### src/design/seq_cfg_pkg.sv
// Constants, device register map and decode helpers for the demodulator
// configuration controller. Assumes a 40 MHz core clock.
package seq_cfg_pkg;

  // ----------------------------------------------------------------
  // Timing
  // ----------------------------------------------------------------
  localparam int CLK_HZ       = 40_000_000;
  localparam int SETTLE_US    = 100;
  // Least time, so round up
  localparam int SETTLE_CYC   = (SETTLE_US * (CLK_HZ / 1_000_000) * 1_000 + 999) / 1_000;
  localparam int SPI_HALF_CYC = 4;
  localparam int FRAME_BITS   = 24;

  // ----------------------------------------------------------------
  // Serial frame fields
  // ----------------------------------------------------------------
  localparam logic       RW_WRITE = 1'h0;
  localparam logic       RW_READ  = 1'h1;

  // ----------------------------------------------------------------
  // Device register addresses
  // ----------------------------------------------------------------
  localparam logic [6:0] DA_INIT     = 7'h7F;
  localparam logic [6:0] DA_R6       = 7'h06;
  localparam logic [6:0] DA_CLKGATE  = 7'h02;
  localparam logic [6:0] DA_LOMODE   = 7'h51;
  localparam logic [6:0] DA_EXTDIV   = 7'h52;
  localparam logic [6:0] DA_CALCTL   = 7'h7E;
  localparam logic [6:0] DA_PHASE    = 7'h5F;
  localparam logic [6:0] DA_GAIN     = 7'h5E;
  localparam logic [6:0] DA_CMODE    = 7'h53;
  localparam logic [6:0] DA_SIGCHAIN = 7'h4F;
  localparam logic [6:0] DA_IFBIAS   = 7'h58;
  localparam logic [6:0] DA_OCDIV    = 7'h70;
  localparam logic [6:0] DA_OCEN     = 7'h71;
  localparam logic [6:0] DA_INTDIV   = 7'h72;

  // ----------------------------------------------------------------
  // Device data values and field positions
  // ----------------------------------------------------------------
  localparam logic [15:0] INIT_UNLOCK = 16'h0003;
  localparam logic [15:0] R6_VALUE    = 16'h0100;
  localparam logic [15:0] INIT_LOCK   = 16'h0000;
  localparam int          GATE_BIT    = 10;
  localparam int          SEL_BIT     = 0;
  localparam int          DIVEN_LSB   = 6;
  localparam logic [1:0]  DIVEN_ON    = 2'h3;
  localparam int          FSMRST_BIT  = 8;
  localparam int          RANGE_BIT   = 15;
  localparam int          PHPOL_BIT   = 15;
  localparam int          PHMAG_LSB   = 9;
  localparam int          QGAIN_LSB   = 8;
  localparam int          VCM_LSB     = 9;
  localparam int          PULL_LSB    = 13;
  localparam int          PUEN_BIT    = 6;
  localparam int          LOPATH_LSB  = 12;
  localparam logic [2:0]  LOPATH_POLY = 3'h7;
  localparam int          OC_I_BIT    = 0;
  localparam int          OC_Q_BIT    = 1;

  // ----------------------------------------------------------------
  // Avalon word offsets
  // ----------------------------------------------------------------
  localparam logic [2:0] A_CTRL   = 3'h0;
  localparam logic [2:0] A_STATUS = 3'h1;
  localparam logic [2:0] A_CLKCFG = 3'h2;
  localparam logic [2:0] A_TRIM   = 3'h3;
  localparam logic [2:0] A_CMCFG  = 3'h4;
  localparam logic [2:0] A_RAW    = 3'h5;
  localparam logic [2:0] A_RDBACK = 3'h6;
  localparam logic [2:0] A_DIVSTA = 3'h7;

  // ----------------------------------------------------------------
  // Decode helpers
  // ----------------------------------------------------------------
  function automatic logic [4:0] prescale_div(input logic [2:0] code);
    case (code)
      3'h0:    prescale_div = 5'h01;
      3'h1:    prescale_div = 5'h02;
      3'h3:    prescale_div = 5'h04;
      3'h7:    prescale_div = 5'h08;
      default: prescale_div = 5'h10;
    endcase
  endfunction

  // {pullup enable, pullup strength, bias config} per common-mode level
  function automatic logic [5:0] cm_pairing(input logic [2:0] level);
    case (level)
      3'h0:    cm_pairing = {1'h1, 3'h7, 2'h0};
      3'h1:    cm_pairing = {1'h1, 3'h3, 2'h0};
      3'h2:    cm_pairing = {1'h1, 3'h1, 2'h0};
      3'h3:    cm_pairing = {1'h0, 3'h0, 2'h0};
      default: cm_pairing = {1'h0, 3'h0, 2'h3};
    endcase
  endfunction

endpackage

### src/design/spi_frame_master.sv
// Shifts one 24-bit frame MSB first to the device, capturing readback.
// Assumes miso is already synchronised to core_clk.
`timescale 1ns/1ps
module spi_frame_master
  import seq_cfg_pkg::*;
(
  // Clock and reset
  input  wire logic        core_clk,
  input  wire logic        rst_n,
  // Frame request
  input  wire logic        go,
  input  wire logic [23:0] tx,
  output logic             busy,
  output logic             done,
  output logic [15:0]      rx,
  // Serial pins
  output logic             sck,
  output logic             csb_n,
  output logic             mosi,
  input  wire logic        miso
);

  logic [23:0] sh_r;
  logic [7:0]  cnt_r;
  logic [4:0]  bit_r;

  always_ff @(posedge core_clk or negedge rst_n) begin
    if (!rst_n) begin
      busy  <= 1'h0;
      done  <= 1'h0;
      rx    <= 16'h0000;
      sck   <= 1'h0;
      csb_n <= 1'h1;
      mosi  <= 1'h0;
      sh_r  <= 24'h000000;
      cnt_r <= 8'h00;
      bit_r <= 5'h00;
    end else begin
      done <= 1'h0;
      if (!busy) begin
        if (go) begin
          // Select falls while sck is low
          busy  <= 1'h1;
          csb_n <= 1'h0;
          sh_r  <= tx;
          mosi  <= tx[23];
          cnt_r <= 8'h00;
          bit_r <= 5'h00;
        end
      end else if (cnt_r == 8'(SPI_HALF_CYC - 1)) begin
        cnt_r <= 8'h00;
        if (!sck) begin
          if (bit_r == 5'(FRAME_BITS)) begin
            busy  <= 1'h0;
            csb_n <= 1'h1;
            done  <= 1'h1;
          end else begin
            sck <= 1'h1;
          end
        end else begin
          // Sample late in the high half to absorb synchroniser delay
          sck   <= 1'h0;
          rx    <= {rx[14:0], miso};
          sh_r  <= {sh_r[22:0], 1'h0};
          mosi  <= sh_r[22];
          bit_r <= bit_r + 5'h01;
        end
      end else begin
        cnt_r <= cnt_r + 8'h01;
      end
    end
  end

endmodule // spi_frame_master

### src/design/wait_timer.sv
// One-shot cycle counter; done pulses count cycles after go.
// Assumes count is at least one.
`timescale 1ns/1ps
module wait_timer (
  // Clock and reset
  input  wire logic        core_clk,
  input  wire logic        rst_n,
  // Control
  input  wire logic        go,
  input  wire logic [15:0] count,
  output logic             done
);

  logic [15:0] cnt_r;
  logic        run_r;

  always_ff @(posedge core_clk or negedge rst_n) begin
    if (!rst_n) begin
      cnt_r <= 16'h0000;
      run_r <= 1'h0;
      done  <= 1'h0;
    end else begin
      done <= 1'h0;
      if (go) begin
        cnt_r <= count;
        run_r <= 1'h1;
      end else if (run_r) begin
        if (cnt_r <= 16'h0001) begin
          run_r <= 1'h0;
          done  <= 1'h1;
        end else begin
          cnt_r <= cnt_r - 16'h0001;
        end
      end
    end
  end

endmodule // wait_timer

### src/design/seq_cfg_ctrl.sv
// Host controller: brings up the demodulator over its serial port,
// runs the clock and offset-correction flow, then loads trims.
// Assumes an Avalon-MM master on core_clk and async device pins.
//
// The register addresses and the Avalon-MM register port were decided locally.
`timescale 1ns/1ps
module seq_cfg_ctrl
  import seq_cfg_pkg::*;
#(
  parameter logic [15:0] CAL_WAIT_CYC = 16'h9C40
) (
  // Clock and reset
  input  wire logic        core_clk,
  input  wire logic        rst_n,
  // Avalon-MM slave
  input  wire logic [2:0]  avs_address,
  input  wire logic        avs_read,
  input  wire logic        avs_write,
  input  wire logic [31:0] avs_writedata,
  output logic [31:0]      avs_readdata,
  output logic             avs_waitrequest,
  // Device serial port
  output logic             spi_sck,
  output logic             spi_csb_n,
  output logic             spi_sdo,
  input  wire logic        spi_sdi,
  // Device status and sync
  input  wire logic        lock_detect,
  input  wire logic        ext_lo_valid,
  output logic             phase_sync
);

  // ----------------------------------------------------------------
  // States
  // ----------------------------------------------------------------
  typedef enum logic [24:0] {
    S_IDLE   = 25'h0000001, S_INIT0  = 25'h0000002, S_INIT1  = 25'h0000004,
    S_INIT2  = 25'h0000008, S_MODE   = 25'h0000010, S_CLKON  = 25'h0000020,
    S_INTDIV = 25'h0000040, S_WLOCK  = 25'h0000080, S_EXTDIV = 25'h0000100,
    S_WEXT   = 25'h0000200, S_DIVEN  = 25'h0000400, S_SELX   = 25'h0000800,
    S_SETTLE = 25'h0001000, S_CALDIV = 25'h0002000, S_FSMR1  = 25'h0004000,
    S_FSMR0  = 25'h0008000, S_CALEN  = 25'h0010000, S_WCAL   = 25'h0020000,
    S_CLKOFF = 25'h0040000, S_PH     = 25'h0080000, S_GN     = 25'h0100000,
    S_CM     = 25'h0200000, S_PU     = 25'h0400000, S_BIAS   = 25'h0800000,
    S_RAW    = 25'h1000000
  } seq_state_e;

  seq_state_e  state_r;
  seq_state_e  state_nxt;

  // ----------------------------------------------------------------
  // Software registers
  // ----------------------------------------------------------------
  logic        ext_mode_r;
  logic        poly_r;
  logic        sync_r;
  logic        start_r;
  logic        raw_go_r;
  logic        done_r;
  logic [3:0]  int_exp_r;
  logic [5:0]  ext_div_r;
  logic [7:0]  oc_div_r;
  logic [5:0]  ph_mag_r;
  logic        ph_pol_r;
  logic        ph_range_r;
  logic [7:0]  i_gain_r;
  logic [7:0]  q_gain_r;
  logic [3:0]  vcm_sel_r;
  logic [2:0]  cm_level_r;
  logic [23:0] raw_frame_r;
  logic        rd_ack_r;

  // ----------------------------------------------------------------
  // Pin synchronisers
  // ----------------------------------------------------------------
  logic [2:0]  pin_in;
  logic [2:0]  meta_r;
  logic [2:0]  pin_s;

  assign pin_in = {spi_sdi, lock_detect, ext_lo_valid};

  generate
    for (genvar g = 0; g < 3; g++) begin : g_sync
      always_ff @(posedge core_clk or negedge rst_n) begin
        if (!rst_n) begin
          meta_r[g] <= 1'h0;
          pin_s[g]  <= 1'h0;
        end else begin
          meta_r[g] <= pin_in[g];
          pin_s[g]  <= meta_r[g];
        end
      end
    end
  endgenerate

  // ----------------------------------------------------------------
  // Frame builder and sequencing
  // ----------------------------------------------------------------
  logic        is_frame;
  logic        is_timed;
  logic [6:0]  fr_addr;
  logic [15:0] fr_data;
  logic        fr_read;
  logic        issued_r;
  logic        spi_go;
  logic        spi_busy;
  logic        spi_done;
  logic [15:0] spi_rx;
  logic        tmr_done;
  logic        advance;
  logic [5:0]  cm_pair;
  logic [15:0] lomode_base;

  assign cm_pair     = cm_pairing(cm_level_r);
  assign lomode_base = 16'(ext_mode_r) << SEL_BIT;

  always_comb begin
    is_frame  = 1'h1;
    is_timed  = 1'h0;
    fr_read   = RW_WRITE;
    fr_addr   = DA_INIT;
    fr_data   = 16'h0000;
    state_nxt = S_IDLE;
    case (state_r)
      S_INIT0: begin
        fr_data   = INIT_UNLOCK;
        state_nxt = S_INIT1;
      end
      S_INIT1: begin
        fr_addr   = DA_R6;
        fr_data   = R6_VALUE;
        state_nxt = S_INIT2;
      end
      S_INIT2: begin
        fr_data   = INIT_LOCK;
        state_nxt = S_MODE;
      end
      S_MODE: begin
        // Select and enable stay low until the external path is proven
        fr_addr   = DA_LOMODE;
        state_nxt = ext_mode_r ? S_EXTDIV : S_CLKON;
      end
      S_CLKON: begin
        fr_addr   = DA_CLKGATE;
        fr_data   = 16'h0001 << GATE_BIT;
        state_nxt = S_INTDIV;
      end
      S_INTDIV: begin
        fr_addr   = DA_INTDIV;
        fr_data   = 16'(int_exp_r);
        state_nxt = S_WLOCK;
      end
      S_WLOCK: begin
        is_frame  = 1'h0;
        state_nxt = S_CALDIV;
      end
      S_EXTDIV: begin
        fr_addr   = DA_EXTDIV;
        fr_data   = 16'(ext_div_r);
        state_nxt = S_WEXT;
      end
      S_WEXT: begin
        is_frame  = 1'h0;
        state_nxt = S_DIVEN;
      end
      S_DIVEN: begin
        fr_addr   = DA_LOMODE;
        fr_data   = 16'(DIVEN_ON) << DIVEN_LSB;
        state_nxt = S_SELX;
      end
      S_SELX: begin
        fr_addr   = DA_LOMODE;
        fr_data   = (16'(DIVEN_ON) << DIVEN_LSB) | (16'h0001 << SEL_BIT);
        state_nxt = S_SETTLE;
      end
      S_SETTLE: begin
        is_frame  = 1'h0;
        is_timed  = 1'h1;
        state_nxt = S_CALDIV;
      end
      S_CALDIV: begin
        fr_addr   = DA_OCDIV;
        fr_data   = 16'(oc_div_r);
        state_nxt = S_FSMR1;
      end
      S_FSMR1: begin
        fr_addr   = DA_CALCTL;
        fr_data   = (16'(ph_range_r) << RANGE_BIT) | (16'h0001 << FSMRST_BIT);
        state_nxt = S_FSMR0;
      end
      S_FSMR0: begin
        fr_addr   = DA_CALCTL;
        fr_data   = 16'(ph_range_r) << RANGE_BIT;
        state_nxt = S_CALEN;
      end
      S_CALEN: begin
        fr_addr   = DA_OCEN;
        fr_data   = (16'h0001 << OC_I_BIT) | (16'h0001 << OC_Q_BIT);
        state_nxt = S_WCAL;
      end
      S_WCAL: begin
        is_frame  = 1'h0;
        is_timed  = 1'h1;
        state_nxt = S_CLKOFF;
      end
      S_CLKOFF: begin
        // Clock left running couples spurs into the IF path
        fr_addr   = ext_mode_r ? DA_LOMODE : DA_CLKGATE;
        fr_data   = ext_mode_r ? lomode_base : 16'h0000;
        state_nxt = S_PH;
      end
      S_PH: begin
        fr_addr   = DA_PHASE;
        fr_data   = (16'(ph_pol_r) << PHPOL_BIT) | (16'(ph_mag_r) << PHMAG_LSB);
        state_nxt = S_GN;
      end
      S_GN: begin
        fr_addr   = DA_GAIN;
        fr_data   = (16'(q_gain_r) << QGAIN_LSB) | 16'(i_gain_r);
        state_nxt = S_CM;
      end
      S_CM: begin
        fr_addr   = DA_CMODE;
        fr_data   = (16'(cm_pair[4:2]) << PULL_LSB) | (16'(vcm_sel_r) << VCM_LSB);
        state_nxt = S_PU;
      end
      S_PU: begin
        fr_addr   = DA_SIGCHAIN;
        fr_data   = (16'(ext_mode_r | poly_r) * 16'(LOPATH_POLY) << LOPATH_LSB)
                  | (16'(cm_pair[5]) << PUEN_BIT);
        state_nxt = S_BIAS;
      end
      S_BIAS: begin
        fr_addr   = DA_IFBIAS;
        fr_data   = 16'(cm_pair[1:0]);
      end
      S_RAW: begin
        fr_read   = raw_frame_r[23];
        fr_addr   = raw_frame_r[22:16];
        fr_data   = raw_frame_r[15:0];
      end
      default: begin
        is_frame  = 1'h0;
        state_nxt = S_IDLE;
      end
    endcase
  end

  assign spi_go  = is_frame & ~issued_r & ~spi_busy;
  assign advance = spi_done | tmr_done
                 | ((state_r == S_WLOCK) & pin_s[1])
                 | ((state_r == S_WEXT) & pin_s[0]);

  always_ff @(posedge core_clk or negedge rst_n) begin
    if (!rst_n) begin
      issued_r <= 1'h0;
    end else if (advance) begin
      issued_r <= 1'h0;
    end else if (spi_go || (is_timed && !issued_r)) begin
      issued_r <= 1'h1;
    end
  end

  always_ff @(posedge core_clk or negedge rst_n) begin
    if (!rst_n) begin
      state_r <= S_IDLE;
    end else if (state_r == S_IDLE) begin
      if (start_r) begin
        state_r <= S_INIT0;
      end else if (raw_go_r) begin
        state_r <= S_RAW;
      end
    end else if (advance) begin
      state_r <= state_nxt;
    end
  end

  always_ff @(posedge core_clk or negedge rst_n) begin
    if (!rst_n) begin
      done_r <= 1'h0;
    end else if (advance && state_r == S_BIAS) begin
      done_r <= 1'h1;
    end else if (start_r) begin
      done_r <= 1'h0;
    end
  end

  spi_frame_master u_spi (
    .core_clk (core_clk),
    .rst_n    (rst_n),
    .go       (spi_go),
    .tx       ({fr_read, fr_addr, fr_data}),
    .busy     (spi_busy),
    .done     (spi_done),
    .rx       (spi_rx),
    .sck      (spi_sck),
    .csb_n    (spi_csb_n),
    .mosi     (spi_sdo),
    .miso     (pin_s[2])
  );

  wait_timer u_tmr (
    .core_clk (core_clk),
    .rst_n    (rst_n),
    .go       (is_timed & ~issued_r),
    .count    ((state_r == S_SETTLE) ? 16'(SETTLE_CYC) : CAL_WAIT_CYC),
    .done     (tmr_done)
  );

  // ----------------------------------------------------------------
  // Divide-ratio report
  // ----------------------------------------------------------------
  logic [15:0] seq_ratio;

  assign seq_ratio = ext_mode_r
    ? (16'(prescale_div(ext_div_r[5:3])) << ext_div_r[2:0])
    : (16'h0001 << int_exp_r);

  // ----------------------------------------------------------------
  // Avalon register access
  // ----------------------------------------------------------------
  assign avs_waitrequest = avs_read & ~rd_ack_r;
  assign phase_sync      = sync_r;

  always_ff @(posedge core_clk or negedge rst_n) begin
    if (!rst_n) begin
      ext_mode_r  <= 1'h0;
      poly_r      <= 1'h0;
      sync_r      <= 1'h0;
      start_r     <= 1'h0;
      raw_go_r    <= 1'h0;
      int_exp_r   <= 4'h0;
      ext_div_r   <= 6'h00;
      oc_div_r    <= 8'h01;
      ph_mag_r    <= 6'h00;
      ph_pol_r    <= 1'h0;
      ph_range_r  <= 1'h0;
      i_gain_r    <= 8'h80;
      q_gain_r    <= 8'h80;
      vcm_sel_r   <= 4'h0;
      cm_level_r  <= 3'h3;
      raw_frame_r <= 24'h000000;
    end else begin
      start_r  <= 1'h0;
      raw_go_r <= 1'h0;
      if (avs_write) begin
        case (avs_address)
          A_CTRL: begin
            // Mode bits and start requests only take while idle; sync and the other registers take at any time
            start_r  <= avs_writedata[0] & (state_r == S_IDLE);
            raw_go_r <= avs_writedata[3] & (state_r == S_IDLE);
            sync_r   <= avs_writedata[4];
            if (state_r == S_IDLE) begin
              ext_mode_r <= avs_writedata[1];
              poly_r     <= avs_writedata[2];
            end
          end
          A_CLKCFG: begin
            int_exp_r <= avs_writedata[3:0];
            ext_div_r <= avs_writedata[9:4];
            oc_div_r  <= avs_writedata[23:16];
          end
          A_TRIM: begin
            ph_mag_r   <= avs_writedata[5:0];
            ph_pol_r   <= avs_writedata[6];
            ph_range_r <= avs_writedata[7];
            i_gain_r   <= avs_writedata[15:8];
            q_gain_r   <= avs_writedata[23:16];
          end
          A_CMCFG: begin
            vcm_sel_r  <= avs_writedata[3:0];
            cm_level_r <= avs_writedata[6:4];
          end
          A_RAW: begin
            raw_frame_r <= avs_writedata[23:0];
          end
          default: begin
          end
        endcase
      end
    end
  end

  always_ff @(posedge core_clk or negedge rst_n) begin
    if (!rst_n) begin
      rd_ack_r     <= 1'h0;
      avs_readdata <= 32'h00000000;
    end else begin
      rd_ack_r <= avs_read & ~rd_ack_r;
      if (avs_read && !rd_ack_r) begin
        case (avs_address)
          A_CTRL:   avs_readdata <= {27'h0, sync_r, 1'h0, poly_r, ext_mode_r, 1'h0};
          A_STATUS: avs_readdata <= {22'h0, pin_s[0], pin_s[1], 6'h0,
                                     done_r, (state_r != S_IDLE)};
          A_CLKCFG: avs_readdata <= {8'h0, oc_div_r, 6'h0, ext_div_r, int_exp_r};
          A_TRIM:   avs_readdata <= {8'h0, q_gain_r, i_gain_r, ph_range_r, ph_pol_r,
                                     ph_mag_r};
          A_CMCFG:  avs_readdata <= {25'h0, cm_level_r, vcm_sel_r};
          A_RAW:    avs_readdata <= {8'h0, raw_frame_r};
          A_RDBACK: avs_readdata <= {16'h0, spi_rx};
          A_DIVSTA: avs_readdata <= {16'h0, seq_ratio};
          default:  avs_readdata <= 32'h00000000;
        endcase
      end
    end
  end

endmodule // seq_cfg_ctrl

### config.mk
export PLATFORM = sky130hd
export DESIGN_NAME = seq_cfg_ctrl
export DESIGN_NICKNAME = d
export VERILOG_FILES = /design/src/design/seq_cfg_pkg.sv /design/src/design/spi_frame_master.sv /design/src/design/wait_timer.sv /design/src/design/seq_cfg_ctrl.sv
export SDC_FILE = /design/constraint.sdc
export NUM_CORES = 1
export LEC_CHECK = 0
export ABC_AREA = 0
export BUFFER_PORTS_ARGS = -buffer_cell sky130_fd_sc_hd__buf_2
export CAP_MARGIN = 20
export CELL_PAD_IN_SITES_DETAIL_PLACEMENT = 1
export CELL_PAD_IN_SITES_GLOBAL_PLACEMENT = 1
export CORE_UTILIZATION = 48
export DETAILED_ROUTE_END_ITERATION = 10
export PLACE_DENSITY = 0.84
export REMOVE_ABC_BUFFERS = 1
export SETUP_SLACK_MARGIN = 0.2
export SLEW_MARGIN = 30
export SYNTH_ARGS = -nofsm -noshare
export SYNTH_HDL_FRONTEND = slang
export SYNTH_HIERARCHICAL = 1
export SYNTH_SLANG_ARGS = --single-unit
### constraint.sdc
create_clock -name core_clk -period 4.3 [get_ports core_clk]
set_input_delay 0.43 -clock core_clk [delete_from_list [all_inputs] [get_ports core_clk]]
set_output_delay 0.43 -clock core_clk [all_outputs]
set_load 0.02 [all_outputs]
# After elaboration in Yosys (flattened, before gate mapping)
# Index checks and enable logic that the tools add are counted.
# Widths: inputs -> output; s select.
# op_classes
mux,65
magnitude_cmp,1
n_reduce_logical,32
n_addsub,3
n_eq_ne,47
shift,2
n_mul,1
bitwise_logic,19
# ops
op,count
$pmux 24 s21,1
$pmux 16 s17,1
$pmux 32 s8,1
$pmux 7 s15,1
$mux 25,4
$mux 23,4
$mux 16,5
$mux 1,37
$eq 25x1->1 const B,1
$eq 25x10->1 const B,1
$eq 25x11->1 const B,1
$eq 25x12->1 const B,1
$eq 25x13->1 const B,1
$eq 25x14->1 const B,1
$eq 25x15->1 const B,1
$eq 25x16->1 const B,1
$eq 25x17->1 const B,1
$eq 25x18->1 const B,1
$eq 25x19->1 const B,1
$eq 25x2->1 const B,1
$eq 25x20->1 const B,1
$eq 25x21->1 const B,1
$eq 25x22->1 const B,1
$eq 25x23->1 const B,1
other kinds (49),100
# totals
out_inout_bits,37
reg_bits,219
in_bits,42
elab_cells,209

# Depth between registers and ports, before layout
# depth
depth_word,8
depth_mapped,15
depth_no_buf,10

# Cells and area by module
# The synthesis kept the hierarchy.
# by_module_without_submodules
mod,n_inst,seq_area_each_um2,area_each_um2,cells_each
seq_cfg_ctrl,1,3410.8,7731.2,793
spi_frame_master,1,1427.6,2661.3,213
wait_timer,1,450.4,1193.6,133

# Worst setup path after synthesis
# OpenSTA, ideal clock, no wires.
# synth_path
kind,reg-to-reg
start,register state_r[8]
end,register u_spi.sh_r[16]
path_stages_with_launch,14
synth_period_minus_slack_ps,3432
path_buffers,3
setup_slack_ps,868
t_required_ps,4177
arrival_time_ps,3309
setup_time_ps,123
cell_sequence,dfrtp_1 > or4_1 > buf_2 > or3_1 > buf_2 > nor3_4 > or3_4 > nor2_1 > a41o_1 > nor2_1 > nor2b_1 > clkbuf_1 > nand2b_1 > o221a_2
# synth_between
elab_chain_cells,7
elab_cells_between_ends,31
classes_between,20 x eq/ne; 4 x mux; 2 x bitwise; 5 x reduce/logical
# synth_lines
item,line,text
"start, declared",seq_cfg_ctrl.sv:48,seq_state_e state_r;
"start signal, assigned",seq_cfg_ctrl.sv:274,state_r <= state_nxt;
"$eq 25x24->1, or another cell as far along",seq_cfg_ctrl.sv:124,case (state_r)
$reduce_or 20->1 (no line) (*),-,
$mux 1 (*),seq_cfg_ctrl.sv:124,
$and 1x1->1 (*) (2 in series),seq_cfg_ctrl.sv:249,assign spi_go = is_frame & ~issued_r & ~spi_busy;
named net spi_go,seq_cfg_ctrl.sv:105,logic spi_go;
$reduce_bool 2->1 (no line) (*),-,
$reduce_and 3->1 (no line) (*),-,
"end signal, assigned",spi_frame_master.sv:45,sh_r <= tx;
"end signal, assigned",spi_frame_master.sv:64,"sh_r <= {sh_r[22:0], 1'h0};"
"end, declared",spi_frame_master.sv:23,logic [23:0] sh_r;
# Mark *: on every way through the listed nets, which the timed path passes. The rest lies on a longest branch. The select of a mux whose other input is x is not followed.
# A chain may end at the register's enable or synchronous reset.

# Final worst setup path
# layout_path
start,register state_r[8]
end,register u_spi.sh_r[9]
# Same word-level chain as after synthesis.

==> flow_metrics.py <==
metrics = {
    "global_routing": {
        "overflow": 0,
        "grt_antenna_before_repair": 0,
        "grt_start_max_net_pins": 103,
        "grt_first_pass_wirelength_um": 57910,
        "grtUsageTotal": 0.3040,
        "grt_pass1_vias": 10185,
    },
    "clock_network": {
        "cts_max_path_buffers": 3,
        "numCtsBuffers": 25,
        "cts_root_buf": "clkbuf_16",
        "htree_levels": 1,
        "cts_setup_buffers": 0,
        "cts_tree": "yes",
        "insertion_delay_ps": 540,
        "clk_pin_slew_ps": 60,
        "cts.sinks": 211,
    },
    "finish": {
        "nNetsFinal": 1232,
        "diodes": 0,
        "drive_above_1_share": 0.2527,
        "area_delta_synth_final_pct": 13.38,
        "final_area_um2": 13140,
    },
    "route": {
        "post_drt_wl_per_cell_um": 24.32,
        "drc": 0,
        "routed_via_density": 6.474,
        "drtIter0Drc": 902,
        "wl_um": 37020,
        "dr.pass1.iters": 7,
        "vias": 9853,
        "detail-route-antenna-nets": 0,
    },
    "synthesis": {
        "synth-xor-area-share": 0.007559,
        "synth_area_leader_cell": "dfrtp_1",
        "synth_top_family_by_area": "simple AND/OR/NAND/NOR gates",
        "synth_top_area_share": 0.4406,
        "postSynthAreaPerCell_um2": 10.17,
        "syn_inst": 1139,
        "yosysWarnings": 6,
        "ys_seq_elements": 211,
        "synthSimpleGateAreaFrac": 0.1985,
        "yosysSeqAreaShare": 0.4565,
        "synth_ff_type": "dfrtp_1",
        "synth_most_common_cell": "dfrtp_1",
        "synth_edf_count": 0,
        "netlist_area_um2": 11590,
        "yosysUniqueCellTypes": 87,
        "synthMuxAreaShare": 0.1174,
        "synth_compound_area_frac": 0.1667,
        "synth_common_cells": "204 x dfrtp_1, 103 x mux2_2, 102 x nand2_1",
        "synth.area.top_cells": "dfrtp_1 44%, mux2_2 10%, nand2_1 3.3%",
        "async_flop_share": 1.000,
        "synthAdderAreaFrac": 0.006479,
    },
    "placement": {
        "dpl.hpwl_um": 24990,
        "place_area_um2": 12130,
        "gp_congestion": 0.8903,
        "portBuffers": 62,
    },
    "run_status": {
        "outcome": "finished clean",
    },
    "power": {
        "total_power_w": 0.005461,
        "p_leak_nw": 5.786,
        "ir_drop_v": 0.0003092,
        "power_density_nw_per_um2": 415.8,
    },
    "timing": {
        "grt_setup_unrepaired": "no",
        "setup_viol": 0,
        "tightest_slew_ps": 998.0,
        "fin_tns_setup_ps": 0,
        "drv_slew": 0,
        "fin_crit_ps": 3946,
        "skew_ps": 14.67,
        "slew_headroom": 0.3333,
        "fin_crit_sh": 0.9178,
        "finalHoldViolCount": 0,
        "fmax_mhz": 253.4,
    },
    "setup_path": {
        "worst-endpoint-required_ps": 4770,
        "crit_slowest_cell": "or4_1",
        "arrival_ps": 4410,
        "start_kind": "flop",
        "crit_chain": "or4_1 -> or3_1 -> nor3_1 -> or3_4 -> nor2_1 -> a41o_1 -> nor2_1 -> nand2b_1 -> o31ai_4 -> buf_6 -> o221a_2",
        "crit_top_cell": "nor2_1",
        "path_max_fanout": 12,
        "endpoint_kind": "flop",
        "crit_type": "flop to flop",
        "critPathMaxStageDelay_ps": 760,
    },
    "hold_path": {
        "hold_class": "input pin to flop",
    },
    "die": {
        "die_area_um2": 24760,
        "ios": 79,
        "start_util": 0.4921,
        "die_h_um": 157.4,
        "rows": 56,
        "die_width_um": 157.4,
        "core_area_um2": 23540,
    },
    "run": {
        "cap_violations": 0,
    },
}
-- flip-flops by register name, summed over array words and instances (netlist names), 16 cells and up --
signal	count
state_r	25
avs_readdata	24
raw_frame_r	24
u_spi/sh_r	23
u_spi/rx	16
u_tmr/cnt_r	16
-- placed cells by master, fill, tap and decap left out, drive strengths merged, types with 20 or more instances in the layout --
master and instances:
dfrtp 204, clkbuf 35, inv 26, nand3 23, o21ai 65, nor3 31
nor2 56, a22oi 22, nand2 102, a21oi 46, mux2 103, o221a 23
mux2i 20, nand4 23, buf 89, nand2b 33
-- timing repair --
item | in CTS | in global routing
setup endpoints to repair | 0 | 23
resized for setup | 0 | 4
hold buffers | 4 | 0
hold endpoints to repair | 32 | 0
-- where the power goes --
part / leakage [nW] / internal [W] / switching, W
clock: 0.463 / 0.00150 / 0.000877
sequential: 2.70 / 0.00219 / 0.000280
combinational: 2.62 / 0.000271 / 0.000345
-- per-stage QoR --
stage	worst slack [ps]	hold WS, ps	instances	util
after floorplan	-189.5	134.4	1064	-
after global placement	502.0	335.9	1471	0.5154
after detailed placement	405.1	336.3	1471	0.5154
after CTS	297.7	137.3	1521	0.5565
after global routing	189.4	141.9	1522	0.5580
final	353.5	145.8	1522	0.5580
-- kinds of logic (layout without fill, tap and decap cells) --
kind of cell | Yosys count | count (layout)
simple gates | 401 | 401
fa+ha+maj | 6 | 6
compound gates | 270 | 270
flops | 211 | 211
mux | 123 | 123
other cells | 2 | 17
buf+inv | 116 | 165
xor+xnor | 10 | 10
-- worst max-delay path: cells and delay by family (launching register included) --
| kind | cells | cell delay [ps] |
|---|---|---|
| buffers and inverters | 1 | 250 |
| flip-flops | 1 | 450 |
| AND/OR/NAND/NOR | 7 | 2450 |
| AO/OA/AOI/OAI | 3 | 720 |
-- cell type report --
type,instances,area (um2)
Fill cell,2630,10410
Multi-Input combinational cell,827,5857
Sequential cell,211,5289
Clock buffer,35,743.2
Timing Repair Buffer,93,566.8
Tap cell,319,399.1
Clock inverter,11,183.9
Inverter,26,97.59
-- per-layer routing --
| metal | routed length, um | GRT usage | share of wire | vias up |
|---|---|---|---|---|
| li1 | - | - | - | 4322 |
| met4 | 1556 | 0.1410 | 0.042 | 0 |
| met5 | 0 | 0 | 0 | - |
| met1 | 15860 | 0.4098 | 0.43 | 5034 |
| met2 | 17300 | 0.4749 | 0.47 | 385 |
| met3 | 2303 | 0.05452 | 0.062 | 112 |
-- path summary, 6_finish.rpt --
path / startpoint / endpoint / slack, ps / cells past startpoint
worst max-delay path: state_r[8]$_DFFE_PN0P_ / u_spi/sh_r[9]$_DFFE_PN0P_ / 350 / 11
worst min-delay path: avs_writedata[13] / raw_frame_r[13]$_DFFE_PN0P_ / 150 / 2
worst max register to register: state_r[8]$_DFFE_PN0P_ / u_spi/sh_r[9]$_DFFE_PN0P_ / 350 / 11
worst min register to register: meta_r[0]$_DFF_PN0_ / pin_s[0]$_DFF_PN0_ / 350 / 0
max in group asynchronous: rst_n / state_r[0]$_DFFE_PN1P_ / 2730 / 3
min in group asynchronous: rst_n / avs_readdata[16]$_DFFE_PN0P_ / 520 / 2
(Power assumes the default switching activity.)
